## config.mk

```make
export PLATFORM = sky130hd
export DESIGN_NAME = sbp_regs
export DESIGN_NICKNAME = d
export VERILOG_FILES = /design/src/core/sbp_pkg.sv /design/src/core/sbp_pacer.sv /design/src/core/sbp_regs.sv
export SDC_FILE = /design/constraint.sdc
export NUM_CORES = 1
export LEC_CHECK = 0
export BUFFER_PORTS_ARGS = -buffer_cell sky130_fd_sc_hd__buf_2
export CAP_MARGIN = 25
export CORE_UTILIZATION = 55
export DETAILED_ROUTE_END_ITERATION = 6
export GPL_ROUTABILITY_DRIVEN = 0
export PLACE_DENSITY = 0.8
export SLEW_MARGIN = 10
export SYNTH_ARGS = -nofsm -noshare
export SYNTH_HDL_FRONTEND = slang
export SYNTH_SLANG_ARGS = --single-unit
```

## constraint.sdc

```tcl
create_clock -name clk_sys -period 6.6 [get_ports clk_sys]
set_input_delay 0.66 -clock clk_sys [delete_from_list [all_inputs] [get_ports clk_sys]]
set_output_delay 0.66 -clock clk_sys [all_outputs]
set_load 0.01 [all_outputs]
```

## src/core/sbp_pkg.sv

```systemverilog
/*
  Package for the switch buffer manager pacing, default tag and drop
  counter register slice: register numbers, field layout, timing figures
  and the carrier types.
  Assumes one switch core clock; register numbers are used as addresses.
*/
package sbp_pkg;

  // Register port widths
  localparam int ADDR_W = 16;
  localparam int DATA_W = 32;

  // Register numbers
  localparam logic [15:0] ADDR_PACE_P1_Q23 = 16'h1C10;
  localparam logic [15:0] ADDR_PACE_P2_Q01 = 16'h1C11;
  localparam logic [15:0] ADDR_PACE_P2_Q23 = 16'h1C12;
  localparam logic [15:0] ADDR_TAG_HOST    = 16'h1C13;
  localparam logic [15:0] ADDR_TAG_P1      = 16'h1C14;
  localparam logic [15:0] ADDR_TAG_P2      = 16'h1C15;
  localparam logic [15:0] ADDR_DROP_HOST   = 16'h1C16;
  localparam logic [15:0] ADDR_DROP_P1     = 16'h1C17;
  localparam logic [15:0] ADDR_DROP_P2     = 16'h1C18;
  localparam logic [15:0] ADDR_PACE_CTRL   = 16'h1C1F;

  // Pacing field layout
  localparam int RATE_W        = 13;
  localparam int PACE_ODD_LSB  = 13;
  localparam int PACE_EVEN_LSB = 0;
  localparam int NUM_QUEUES    = 6;
  localparam int PACE_EN_BIT   = 0;

  // Default tag field layout
  localparam int PRI_LSB = 12;
  localparam int PRI_W   = 3;
  localparam int VID_LSB = 0;
  localparam int VID_W   = 12;
  localparam int NUM_PORTS = 3;

  // Drop counter
  localparam int CNT_W = 32;
  localparam logic [31:0] CNT_MAX = 32'hFFFF_FFFF;

  // Pacing time base
  localparam int PACE_UNIT_NS  = 20;
  localparam int CLK_FREQ_MHZ  = 40;
  localparam int CLK_PERIOD_NS = 1000 / CLK_FREQ_MHZ;
  localparam int DEBT_W        = 18;

  // Carrier types
  typedef struct packed {
    logic [RATE_W-1:0] odd_q;
    logic [RATE_W-1:0] even_q;
  } sbp_pace_t;

  typedef struct packed {
    logic [PRI_W-1:0] pri;
    logic [VID_W-1:0] vid;
  } sbp_tag_t;

  typedef struct packed {
    logic [PRI_W-1:0] pri;
    logic             dei;
    logic [VID_W-1:0] vid;
  } sbp_tci_t;

endpackage

```

## src/core/sbp_pacer.sv

```systemverilog
/*
  Per-queue egress byte pacer. After each byte it holds off the next one
  for (rate + 1) x 20 ns, counted down in nanoseconds at the core clock.
  Assumes byte_sent and the rate come from logic on the same clock.
*/
`timescale 1ns/1ps
`default_nettype none
module sbp_pacer #(
  parameter int RATE_W = sbp_pkg::RATE_W
) (
  // Clock and reset
  input  wire logic              clk_sys,
  input  wire logic              sys_rst,
  // Control
  input  wire logic              pace_en,
  input  wire logic [RATE_W-1:0] rate,
  // Byte stream handshake
  input  wire logic              byte_sent,
  output logic                   byte_ok
);

  localparam logic [sbp_pkg::DEBT_W-1:0] UNIT_NS =
    sbp_pkg::DEBT_W'(sbp_pkg::PACE_UNIT_NS);
  localparam logic [sbp_pkg::DEBT_W-1:0] STEP_NS =
    sbp_pkg::DEBT_W'(sbp_pkg::CLK_PERIOD_NS);

  logic [sbp_pkg::DEBT_W-1:0] debt;
  logic [sbp_pkg::DEBT_W-1:0] next_debt;
  logic [sbp_pkg::DEBT_W-1:0] load_ns;

  // Hold-off after a byte; 13-bit rate x 20 ns fits in 18 bits
  assign load_ns = sbp_pkg::DEBT_W'((sbp_pkg::DEBT_W'(rate) + 1'b1) * UNIT_NS);

  // Fractions of a cycle round up, so the gap is never shorter than asked
  always_comb begin
    if (!pace_en) begin
      next_debt = '0;
    end else if (byte_sent) begin
      next_debt = load_ns;
    end else if (debt > STEP_NS) begin
      next_debt = debt - STEP_NS;
    end else begin
      next_debt = '0;
    end
  end

  // Remaining hold-off time
  always_ff @(posedge clk_sys) begin
    if (sys_rst) begin
      debt <= '0;
    end else begin
      debt <= next_debt;
    end
  end

  // Permission comes from a flop so the egress side sees a clean level
  always_ff @(posedge clk_sys) begin
    if (sys_rst) begin
      byte_ok <= 1'b0;
    end else begin
      byte_ok <= (next_debt == '0);
    end
  end

endmodule
`default_nettype wire

```

## src/core/sbp_regs.sv

```systemverilog
/*
  Buffer manager register slice: egress pacing rates for port 1 queues
  2/3 and port 2 queues 0-3, per-port default VLAN tag values with the
  egress tag builder, and saturating clear-on-read ingress rate drop
  counters for ports 0, 1 and 2.
  Assumes a register port on the core clock with read data one cycle
  after the read strobe, and drop and egress strobes from core logic.
  Assumes the egress side waits for egress_byte_ok before each byte; a
  byte sent while held off restarts the full gap rather than queueing.
  Gaps are rounded up to whole core cycles byte by byte, so a queue never
  runs faster than its rate but may run slightly slower than it.
  Drop events from source port 3 do not exist and are ignored, and a tag
  request for port 3 yields an all-zero tag.
  The pacing enable lives in a small stand-in register of this slice,
  since the shared buffer manager configuration register is elsewhere.
  Reserved bits are not stored at all, so they read zero by construction.
  Read data are zero outside the one cycle after a read strobe.
  Counters saturate and cannot be made to wrap by any sequence of drops.
*/
// Local design decision: the strobed register port.

`timescale 1ns/1ps
`default_nettype none
module sbp_regs #(
  parameter int NUM_QUEUES = sbp_pkg::NUM_QUEUES,
  parameter int NUM_PORTS  = sbp_pkg::NUM_PORTS
) (
  // Clock and reset
  input  wire logic                        clk_sys,
  input  wire logic                        sys_rst,
  // Register port
  input  wire logic [sbp_pkg::ADDR_W-1:0]  reg_addr,
  input  wire logic [sbp_pkg::DATA_W-1:0]  reg_wdata,
  input  wire logic                        reg_wr,
  input  wire logic                        reg_rd,
  output logic      [sbp_pkg::DATA_W-1:0]  reg_rdata,
  // Egress pacing, one bit per queue: p1q2, p1q3, p2q0, p2q1, p2q2, p2q3
  input  wire logic [NUM_QUEUES-1:0]       egress_byte_sent,
  output logic      [NUM_QUEUES-1:0]       egress_byte_ok,
  // Pacing configuration as seen by the rest of the buffer manager
  output logic                             pace_enable,
  output sbp_pkg::sbp_pace_t               pace_p1_q23,
  output sbp_pkg::sbp_pace_t               pace_p2_q01,
  output sbp_pkg::sbp_pace_t               pace_p2_q23,
  // Egress tag builder
  input  wire logic                        tag_req,
  input  wire logic [1:0]                  tag_port,
  output logic                             tag_valid,
  output sbp_pkg::sbp_tci_t                tag_tci,
  // Ingress rate limit drop events
  input  wire logic                        drop_valid,
  input  wire logic [1:0]                  drop_port
);

  // Stored default tags, index is the port number
  sbp_pkg::sbp_tag_t                 dflt_tag [NUM_PORTS];
  logic [sbp_pkg::CNT_W-1:0]         drop_cnt [NUM_PORTS];
  logic [sbp_pkg::CNT_W-1:0]         next_drop_cnt [NUM_PORTS];
  logic [sbp_pkg::DATA_W-1:0]        next_rdata;
  logic [NUM_QUEUES*sbp_pkg::RATE_W-1:0] rate_flat;

  // Saturating increment used by every drop counter
  function automatic logic [sbp_pkg::CNT_W-1:0] sat_inc(
    input logic [sbp_pkg::CNT_W-1:0] v
  );
    if (v == sbp_pkg::CNT_MAX) begin
      return v;
    end
    return v + 1'b1;
  endfunction

  // Pack a pacing register into the 32-bit read word, upper bits zero
  function automatic logic [sbp_pkg::DATA_W-1:0] pace_word(
    input sbp_pkg::sbp_pace_t p
  );
    logic [sbp_pkg::DATA_W-1:0] w;
    w = '0;
    w[sbp_pkg::PACE_ODD_LSB  +: sbp_pkg::RATE_W] = p.odd_q;
    w[sbp_pkg::PACE_EVEN_LSB +: sbp_pkg::RATE_W] = p.even_q;
    return w;
  endfunction

  // Unpack a written word into a pacing register, reserved bits dropped
  function automatic sbp_pkg::sbp_pace_t pace_from(
    input logic [sbp_pkg::DATA_W-1:0] w
  );
    sbp_pkg::sbp_pace_t p;
    p.odd_q  = w[sbp_pkg::PACE_ODD_LSB  +: sbp_pkg::RATE_W];
    p.even_q = w[sbp_pkg::PACE_EVEN_LSB +: sbp_pkg::RATE_W];
    return p;
  endfunction

  // Pack a default tag into the read word, upper bits zero
  function automatic logic [sbp_pkg::DATA_W-1:0] tag_word(
    input sbp_pkg::sbp_tag_t t
  );
    logic [sbp_pkg::DATA_W-1:0] w;
    w = '0;
    w[sbp_pkg::PRI_LSB +: sbp_pkg::PRI_W] = t.pri;
    w[sbp_pkg::VID_LSB +: sbp_pkg::VID_W] = t.vid;
    return w;
  endfunction

  // Unpack a written word into a default tag
  function automatic sbp_pkg::sbp_tag_t tag_from(
    input logic [sbp_pkg::DATA_W-1:0] w
  );
    sbp_pkg::sbp_tag_t t;
    t.pri = w[sbp_pkg::PRI_LSB +: sbp_pkg::PRI_W];
    t.vid = w[sbp_pkg::VID_LSB +: sbp_pkg::VID_W];
    return t;
  endfunction

  // Register number of the default tag of a port
  function automatic logic [sbp_pkg::ADDR_W-1:0] tag_addr(input int p);
    return sbp_pkg::ADDR_TAG_HOST + sbp_pkg::ADDR_W'(p);
  endfunction

  // Register number of the drop counter of a port
  function automatic logic [sbp_pkg::ADDR_W-1:0] cnt_addr(input int p);
    return sbp_pkg::ADDR_DROP_HOST + sbp_pkg::ADDR_W'(p);
  endfunction

  // Strobe aimed at one register number
  function automatic logic hit(
    input logic                       strobe,
    input logic [sbp_pkg::ADDR_W-1:0] addr,
    input logic [sbp_pkg::ADDR_W-1:0] target
  );
    return strobe && addr == target;
  endfunction

  // Drop event from one source port; port 3 never matches a counter
  function automatic logic drop_from(
    input logic       valid,
    input logic [1:0] port,
    input int         p
  );
    return valid && port == 2'(p);
  endfunction

  // Pacing enable; the rates alone never start pacing
  always_ff @(posedge clk_sys) begin
    if (sys_rst) begin
      pace_enable <= 1'b0;
    end else if (hit(reg_wr, reg_addr, sbp_pkg::ADDR_PACE_CTRL)) begin
      pace_enable <= reg_wdata[sbp_pkg::PACE_EN_BIT];
    end
  end

  // Pacing rate registers at three consecutive numbers
  always_ff @(posedge clk_sys) begin
    if (sys_rst) begin
      pace_p1_q23 <= '0;
      pace_p2_q01 <= '0;
      pace_p2_q23 <= '0;
    end else if (reg_wr) begin
      if (reg_addr == sbp_pkg::ADDR_PACE_P1_Q23) begin
        pace_p1_q23 <= pace_from(reg_wdata);
      end
      if (reg_addr == sbp_pkg::ADDR_PACE_P2_Q01) begin
        pace_p2_q01 <= pace_from(reg_wdata);
      end
      if (reg_addr == sbp_pkg::ADDR_PACE_P2_Q23) begin
        pace_p2_q23 <= pace_from(reg_wdata);
      end
    end
  end

  // Default tag registers, one per port
  always_ff @(posedge clk_sys) begin
    if (sys_rst) begin
      for (int p = 0; p < NUM_PORTS; p++) begin
        dflt_tag[p] <= '0;
      end
    end else if (reg_wr) begin
      for (int p = 0; p < NUM_PORTS; p++) begin
        if (reg_addr == tag_addr(p)) begin
          dflt_tag[p] <= tag_from(reg_wdata);
        end
      end
    end
  end

  // Next counts; a clearing read restarts at one if a drop lands with it
  always_comb begin
    for (int p = 0; p < NUM_PORTS; p++) begin
      next_drop_cnt[p] = drop_cnt[p];
      if (hit(reg_rd, reg_addr, cnt_addr(p))) begin
        if (drop_from(drop_valid, drop_port, p)) begin
          next_drop_cnt[p] = sbp_pkg::CNT_W'(1);
        end else begin
          next_drop_cnt[p] = '0;
        end
      end else if (drop_from(drop_valid, drop_port, p)) begin
        next_drop_cnt[p] = sat_inc(drop_cnt[p]);
      end
    end
  end

  // Drop counters hold their count between events and reads
  always_ff @(posedge clk_sys) begin
    if (sys_rst) begin
      for (int p = 0; p < NUM_PORTS; p++) begin
        drop_cnt[p] <= '0;
      end
    end else begin
      for (int p = 0; p < NUM_PORTS; p++) begin
        drop_cnt[p] <= next_drop_cnt[p];
      end
    end
  end

  // Read mux; unmapped numbers and reserved bits read as zero
  always_comb begin
    next_rdata = '0;
    unique case (reg_addr)
      sbp_pkg::ADDR_PACE_P1_Q23: next_rdata = pace_word(pace_p1_q23);
      sbp_pkg::ADDR_PACE_P2_Q01: next_rdata = pace_word(pace_p2_q01);
      sbp_pkg::ADDR_PACE_P2_Q23: next_rdata = pace_word(pace_p2_q23);
      sbp_pkg::ADDR_TAG_HOST:    next_rdata = tag_word(dflt_tag[0]);
      sbp_pkg::ADDR_TAG_P1:      next_rdata = tag_word(dflt_tag[1]);
      sbp_pkg::ADDR_TAG_P2:      next_rdata = tag_word(dflt_tag[2]);
      sbp_pkg::ADDR_DROP_HOST:   next_rdata = drop_cnt[0];
      sbp_pkg::ADDR_DROP_P1:     next_rdata = drop_cnt[1];
      sbp_pkg::ADDR_DROP_P2:     next_rdata = drop_cnt[2];
      sbp_pkg::ADDR_PACE_CTRL: begin
        next_rdata[sbp_pkg::PACE_EN_BIT] = pace_enable;
      end
      default:                   next_rdata = '0;
    endcase
  end

  // Read data stand only in the cycle after the strobe
  always_ff @(posedge clk_sys) begin
    if (sys_rst) begin
      reg_rdata <= '0;
    end else if (reg_rd) begin
      reg_rdata <= next_rdata;
    end else begin
      reg_rdata <= '0;
    end
  end

  // Egress tag builder: priority and VLAN ID from the port default
  always_ff @(posedge clk_sys) begin
    if (sys_rst) begin
      tag_valid <= 1'b0;
      tag_tci   <= '0;
    end else begin
      tag_valid <= tag_req;
      if (tag_req) begin
        tag_tci.dei <= 1'b0;
        if (tag_port < 2'(NUM_PORTS)) begin
          tag_tci.pri <= dflt_tag[tag_port].pri;
          tag_tci.vid <= dflt_tag[tag_port].vid;
        end else begin
          tag_tci.pri <= '0;
          tag_tci.vid <= '0;
        end
      end
    end
  end

  // Queue order of the pacers follows the field order in the registers
  assign rate_flat = {pace_p2_q23.odd_q, pace_p2_q23.even_q,
                      pace_p2_q01.odd_q, pace_p2_q01.even_q,
                      pace_p1_q23.odd_q, pace_p1_q23.even_q};

  // One pacer per queue; the shared enable gates them all
  for (genvar q = 0; q < NUM_QUEUES; q++) begin : g_pacer
    sbp_pacer #(
      .RATE_W (sbp_pkg::RATE_W)
    ) u_pacer (
      .clk_sys   (clk_sys),
      .sys_rst   (sys_rst),
      .pace_en   (pace_enable),
      .rate      (rate_flat[q*sbp_pkg::RATE_W +: sbp_pkg::RATE_W]),
      .byte_sent (egress_byte_sent[q]),
      .byte_ok   (egress_byte_ok[q])
    );
  end

endmodule
`default_nettype wire

```

==> summary.md, run 1 <==
| Metric | Value |
|---|---|
| Clock slew at reported path FFs | `around 0.06 ns` |
| Die area | `roughly 43000 sq um` |
| Mapped Area | `~23000 sq um` |
| FMAX | `0.228 GHz` |
| Area added between synthesis and finish | `11.9%` |
| Avg Cell Area, Syn | `approximately 8.4 sq um` |
| Tcrit/Tclk final | `66.4%` |
| Sequential area share after synthesis | `34.7%` |
| Number of synthesized flops with an enable pin | `between 40 and 50` |
| Synthesized netlist cell count | `around 2800` |
| Largest net degree at the start of global routing | `77` |
| Unrepaired setup endpoints after global routing | `no` |
| # diodes | `0` |
| Critical Path Start Type | `register` |
| CTS H-tree depth | `2` |
| Clock skew | `0.0229 ns` |
| Layout net count | `approximately 3100` |
| Slew Viols, Final | `0` |
| Synth warn | `0` |
| P_leak | `10.8 nW` |
| Worst Setup Path Type | `reg -> reg` |
| Violated checks | `DRC` |
| # Post-CTS Setup Buffers | `0` |
| Count of different cell masters after synthesis | `91` |
| TritonCTS buffer count | `41` |
| Outcome | `finished with violations` |
| Post_cts resized | `0` |
| Clock Sinks | `approximately 380` |
| Setup TNS | `0 ns` |
| CTS Hold Bufs | `0` |
| Hold crit path type | `in -> reg` |
| Die Height | `about 210 um` |
| Crit end category | `register` |
| CTS tree | `built` |
| Final hold vios | `0` |
| CP Max Fanout | `13` |
| Initial Util | `55.7%` |
| Remaining Overflow, GRT | `0` |
| Worst-skew pair later-pin latency | `0.61 ns` |
| Clock tree buffer depth | `3` |
| Die X | `between 200 and 250 um` |
| Initial DRC Count | `roughly 2500` |
| I/O Buffers | `190` |
| Crit path required time | `around 7.1 ns` |
| DR pass1 iterations | `7` |
| Number of nets with antenna violations after routing | `0` |
| Initial antenna violation count | `1` |
| # rows | `75` |
| Ys async rst share | `0%` |
| DRC Markers | `5` |
| Average wire per standard cell | `slightly above 20 um` |
| Worst rel slew slack | `29.0%` |
| First-pass GRT wire length | `~110 mm` |
| Fin crit period | `~4.4 ns` |
| Core area | `approximately 42000 sq um` |
| Setup Viol. Count Final | `0` |
| Total number of vias | `22200` |
| Power per Cell Area | `188 nW/um^2` |
| Worst path arrival time | `4.91 ns` |
| Max-Cap Viols | `0` |
| Vias in the first global route | `21100` |
| Tightest Pin Transition | `around 1.1 ns` |
| Drt via density | `approximately 6.4` |
| Peak supply drop | `roughly 0.16 mV` |
| Share of cells above drive strength 1 | `a little over a tenth` |
| HPWL after detailed placement | `between 50 and 60 mm` |
| Syn nets | `between 3000 and 4000` |
| Most used DFF post-synth | `dfxtp_1` |
| Reg2reg setup slack | `about 2.2 ns` |
| Io pins | `slightly below 200` |
| Final wirelength | `between 70 and 80 mm` |
| Total Routing Usage GR | `between 30% and 40%` |
| Clock Tree Root | `clkbuf_16` |
| Register bit count reported by yosys | `382` |
| Final total power | `a little under 5 mW` |
path summary, 6_finish.rpt:
check                      start                    endpoint  depth (start not counted)
max reg2reg       pace_p1_q23[0]  g_pacer[0].u_pacer.byte_ok                         14
max               pace_p1_q23[0]  g_pacer[0].u_pacer.byte_ok                         14
min          egress_byte_sent[2]  g_pacer[2].u_pacer.debt[0]                          2
min reg2reg          tag_tci[10]                 tag_tci[10]                          2
logic make-up after synthesis:
kind of cell / count (synthesis) / share of synthesized area, %
mux: 44 / 1.90
xor+xnor: 281 / 10.5
other cells: 1 / 0.0161
fa+ha+maj: 163 / 8.92
flops: 382 / 34.7
simple gates: 1148 / 24.0
buf+inv: 196 / 3.28
compound gates: 569 / 16.7
layer usage:
| layer | global-route usage (%) | vias to the layer above | routed length [um] |
|---|---|---|---|
| li1 | - | 10300 | - |
| met1 | 40.5 | 10500 | 27900 |
| met2 | 52.4 | 1144 | 32600 |
| met3 | 5.86 | 241 | 6800 |
| met4 | 15.0 | 0 | 3460 |
| met5 | 0 | - | 0 |
metrics by stage:
stage               area, sq um  worst slack, ns  utilization, %  cells  hold WS (ns)
finish                    26100             2.22            62.3   3489         0.320
global route              26100             1.89            62.3   3489         0.297
CTS                       26000             2.30            62.1   3483         0.295
detailed placement        24700             2.34            58.8   3407         0.480
global placement          24600             2.38            58.8   3404         0.472
floorplan                 23400             2.88               -   2784         0.466
flip-flops by register name, indices dropped and copies added, names as in the netlist:
signal / cells
g_pacer.u_pacer.debt: 108
reg_rdata: 32
pace_p2_q01: 26
g_pacer.u_pacer.byte_ok: 6
pace_enable: 1
pace_p2_q23: 26
drop_cnt: 96
tag_tci: 15
pace_p1_q23: 26
dflt_tag: 45
tag_valid: 1
synth_stat cells, types with 9 or more instances:
| cell | n | area (sq um) |
|---|---|---|
| o22ai_1 | 9 | 56.3 |
| nor2_1 | 307 | 1150 |
| nor4_1 | 25 | 156 |
| inv_1 | 69 | 259 |
| mux2i_1 | 42 | 420 |
| and2_1 | 63 | 394 |
| o21a_1 | 18 | 135 |
| a221oi_1 | 19 | 166 |
| a21oi_1 | 181 | 906 |
| and4_1 | 25 | 219 |
| o21bai_1 | 14 | 105 |
| a211oi_1 | 30 | 225 |
| nor2b_1 | 35 | 219 |
| a21o_1 | 13 | 97.6 |
| clkbuf_1 | 114 | 428 |
| nand4_1 | 43 | 269 |
| or4_1 | 15 | 113 |
| edfxtp_1 | 45 | 1350 |
| a31oi_1 | 29 | 181 |
| dfxtp_1 | 337 | 6750 |
| a222oi_1 | 29 | 290 |
| nor3_1 | 73 | 365 |
| and3_1 | 50 | 313 |
| nand2b_1 | 28 | 175 |
| or3_1 | 25 | 156 |
| xor2_1 | 137 | 1200 |
| ha_1 | 157 | 1960 |
| nand3_1 | 115 | 576 |
| a22oi_1 | 51 | 383 |
| nand2_1 | 304 | 1140 |
| xnor2_1 | 144 | 1260 |
| o21ai_0 | 68 | 340 |
final cells by class:
cell class | instances | area (sq um)
Multi-Input combinational cell | 2206 | 14500
Timing Repair Buffer | 216 | 1200
Fill cell | 3477 | 15800
Sequential cell | 382 | 8100
Clock inverter | 27 | 280
Inverter | 70 | 263
Tap cell | 539 | 674
Clock buffer | 49 | 1090
critical path: stages (launching register included):
cell and delay (ns):
dfxtp_1 0.72, ha_1 0.33, nand3_1 0.11, xnor2_1 0.19
ha_1 0.34, inv_1 0.06, fa_1 0.45, nor2b_1 0.20
o31a_1 0.20, a21oi_1 0.07, or4_1 0.49, a2111oi_0 0.42
nand4_1 0.16, nor4bb_1 0.33, and4_1 0.23
placed cells by master, fill, tap and decap left out, drive strengths merged, types with 13 or more instances in the layout:
cell type and count:
a221oi 20, o21ai 69, or3 25, a21o 13, clkinv 14, edfxtp 45
nand2b 28, nor4 27, xnor2 144, buf 215, mux2i 42, dfxtp 337
a22oi 51, a21oi 181, xor2 137, and3 50, clkbuf 50, and4 25
nor2 307, a222oi 29, a211oi 30, and2 64, o21a 18, nand4 43
nand3 115, o21bai 15, nand2 304, nor3 74, ha 157, or4 18
inv 76, nor2b 35, a31oi 29
report_power, final:
group	total (mW)	internal [mW]	switching [mW]
Clock	2.36	1.32	1.04
Combinational	0.165	0.0512	0.114
Sequential	2.39	2.37	0.0143
Total	4.91	3.75	1.17
No activity file was read; power rests on OpenSTA's default activity.
==> inputs of run 2 (changes only) <==
==> constraint.sdc (replaced) <==
create_clock -name clk_sys -period 4.05 [get_ports clk_sys]
set_input_delay 0.405 -clock clk_sys [delete_from_list [all_inputs] [get_ports clk_sys]]
set_output_delay 0.405 -clock clk_sys [all_outputs]
set_load 0.01 [all_outputs]
==> run 2 against run 1 <==
The run still ends with DRC left. Core utilization grew 0.75 points. Non-clock buffer count increased by 33. Die area unchanged. Sequential share of layout area is 0.33 points lower. Largest cell class unchanged. Highest routed layer is now met5.
==> summary.md, run 2 (same netlist as run 1, synthesis figures left out) <==
| Metric | Value |
|---|---|
| TritonCTS buffer count | `41` |
| Io pins | `~200` |
| Reg2reg setup slack | `between 0.09 and 0.1 ns` |
| HPWL after detailed placement | `53.3 mm` |
| Register cell area after layout | `a little over 8000 sq um` |
| Hold crit path type | `in -> reg` |
| Violated checks | `DRC` |
| Initial antenna violation count | `4` |
| Layout net count | `3177` |
| CTS Hold Bufs | `0` |
| Clock Sinks | `~380` |
| Setup TNS | `0 ns` |
| Min setup slack post-route | `0.0925 ns` |
| Area added between synthesis and finish | `13.2%` |
| Fill count | `3406` |
| Clock tree buffer depth | `3` |
| Slew Viols, Final | `0` |
| Clock slew at reported path FFs | `approximately 0.070 ns` |
| Initial DRC Count | `about 2400` |
| Layout Utilization | `roughly 63%` |
| Tightest Pin Transition | `around 1.1 ns` |
| # rows | `between 70 and 80` |
| Worst rel slew slack | `between 20 and 30%` |
| Most common cell after layout, fill and taps aside | `dfxtp_1` |
| CP Max Fanout | `5` |
| Cells after DPL | `between 3000 and 4000` |
| Final hold vios | `0` |
| Outcome | `finished with violations` |
| Remaining Overflow, GRT | `0` |
| Largest net degree at the start of global routing | `slightly above 80` |
| Max reg flops | `about 110` |
| Power per Cell Area | `around 310 nW/um^2` |
| Total Routing Usage GR | `31.9%` |
| Die Height | `208 um` |
| Setup Viol. Count Final | `0` |
| Die area | `around 43000 sq um` |
| Clock Tree Root | `clkbuf_16` |
| CTS H-tree depth | `2` |
| Design Area, Final | `~26000 sq um` |
| P_leak | `about 11 nW` |
| CTS tree | `built` |
| Final cell count without fillers | `between 3000 and 4000` |
| DRC Markers | `19` |
| Total number of vias | `22400` |
| Die X | `208 um` |
| Unrepaired setup endpoints after global routing | `yes` |
| Hold_ws | `0.0685 ns` |
| Drt via density | `roughly 6.4` |
| Worst Setup Path Type | `reg -> reg` |
| Top flop regs | `g_pacer.u_pacer.debt: 108 flops, drop_cnt: 96 flops, dflt_tag: 45 flops` |
| Core area | `41900 sq um` |
| Number of nets with antenna violations after routing | `0` |
| Final wirelength | `between 70 and 80 mm` |
| Area of the multi-input gates | `14600 sq um` |
| Worst-skew pair later-pin latency | `slightly below 0.6 ns` |
| Crit end category | `register` |
| Fin crit period | `approximately 4.0 ns` |
| First-pass GRT wire length | `111 mm` |
| Worst path arrival time | `roughly 4.5 ns` |
| Pre-CTS setup slack | `about 0.10 ns` |
| Max-Cap Viols | `0` |
| Share of cells above drive strength 1 | `12.2%` |
| Crit path required time | `between 4 and 5 ns` |
| I/O Buffers | `190` |
| FMAX | `around 0.25 GHz` |
| Most frequent cells in the layout | `329 x dfxtp_1, 304 x nand2_1, 304 x nor2_1` |
| Peak supply drop | `about 0.3 mV` |
| Final total power | `just over 8 mW` |
| Initial Util | `55.7%` |
| Vias in the first global route | `approximately 21000` |
| Average wire per standard cell | `20.3 um` |
| # diodes | `0` |
| Clock skew | `roughly 0.027 ns` |
| DR pass1 iterations | `7` |
| Critical Path Start Type | `register` |
| Biggest register | `g_pacer.u_pacer.debt` |
| Tcrit/Tclk final | `97.7%` |
| Placed cell areas | `24900 sq um` |
run 2: changes by cell type in the layout (fill, tap and decap cells not counted), sizes merged:
cell,before,now
clkinvlp,4,2
clkbuf,50,53
buf,215,248
bufinv,3,6
clkinv,14,15
inv,76,71
run 2: what timing repair did:
action	CTS	global route
gates resized for setup	2	13
endpoints found under the hold margin	0	0
endpoints found under the setup margin	1	6
pin swaps	0	1
setup buffers	0	0
run 2: area by class of cell:
| type | count | area share (%) |
|---|---|---|
| clock inverters | 24 | 1.13 |
| flip-flops and latches | 382 | 30.7 |
| repair buffers | 249 | 5.33 |
| clock buffers | 52 | 4.26 |
| multi-input cells | 2206 | 55.1 |
| well taps | 539 | 2.55 |
| inverters | 70 | 0.994 |
run 2: final timing paths:
kind,startpoint,to,cells after the start
worst max-delay path,pace_p1_q23[0],g_pacer[0].u_pacer.byte_ok,14
worst min-delay path,egress_byte_sent[2],g_pacer[2].u_pacer.debt[0],2
worst max register to register,pace_p1_q23[0],g_pacer[0].u_pacer.byte_ok,14
worst min register to register,tag_tci[10],tag_tci[10],2
run 2: per-layer routing:
metal	track usage, %	wire, um	vias to the layer above
li1	-	-	10400
met1	40.4	28300	10600
met3	6.38	6980	232
met2	52.8	33200	1186
met5	0	27	-
met4	13.4	3070	4
run 2: power by group:
part	total (mW)	switching (mW)	internal [mW]
clock	4.01	1.64	2.37
combinational	0.268	0.185	0.0825
sequential	3.89	0.0231	3.87
run 2: worst max-delay path: stages, from the launching register on:
cell and delay, ns:
dfxtp_2 0.42, ha_2 0.23, nand3_1 0.10, xnor2_1 0.18, ha_1 0.33, inv_1 0.06, fa_1 0.45, nor2b_1 0.15
o31a_1 0.19, a21oi_1 0.09, or4_4 0.52, a2111oi_4 0.37, nand4_1 0.17, nor4bb_1 0.37, and4_1 0.24
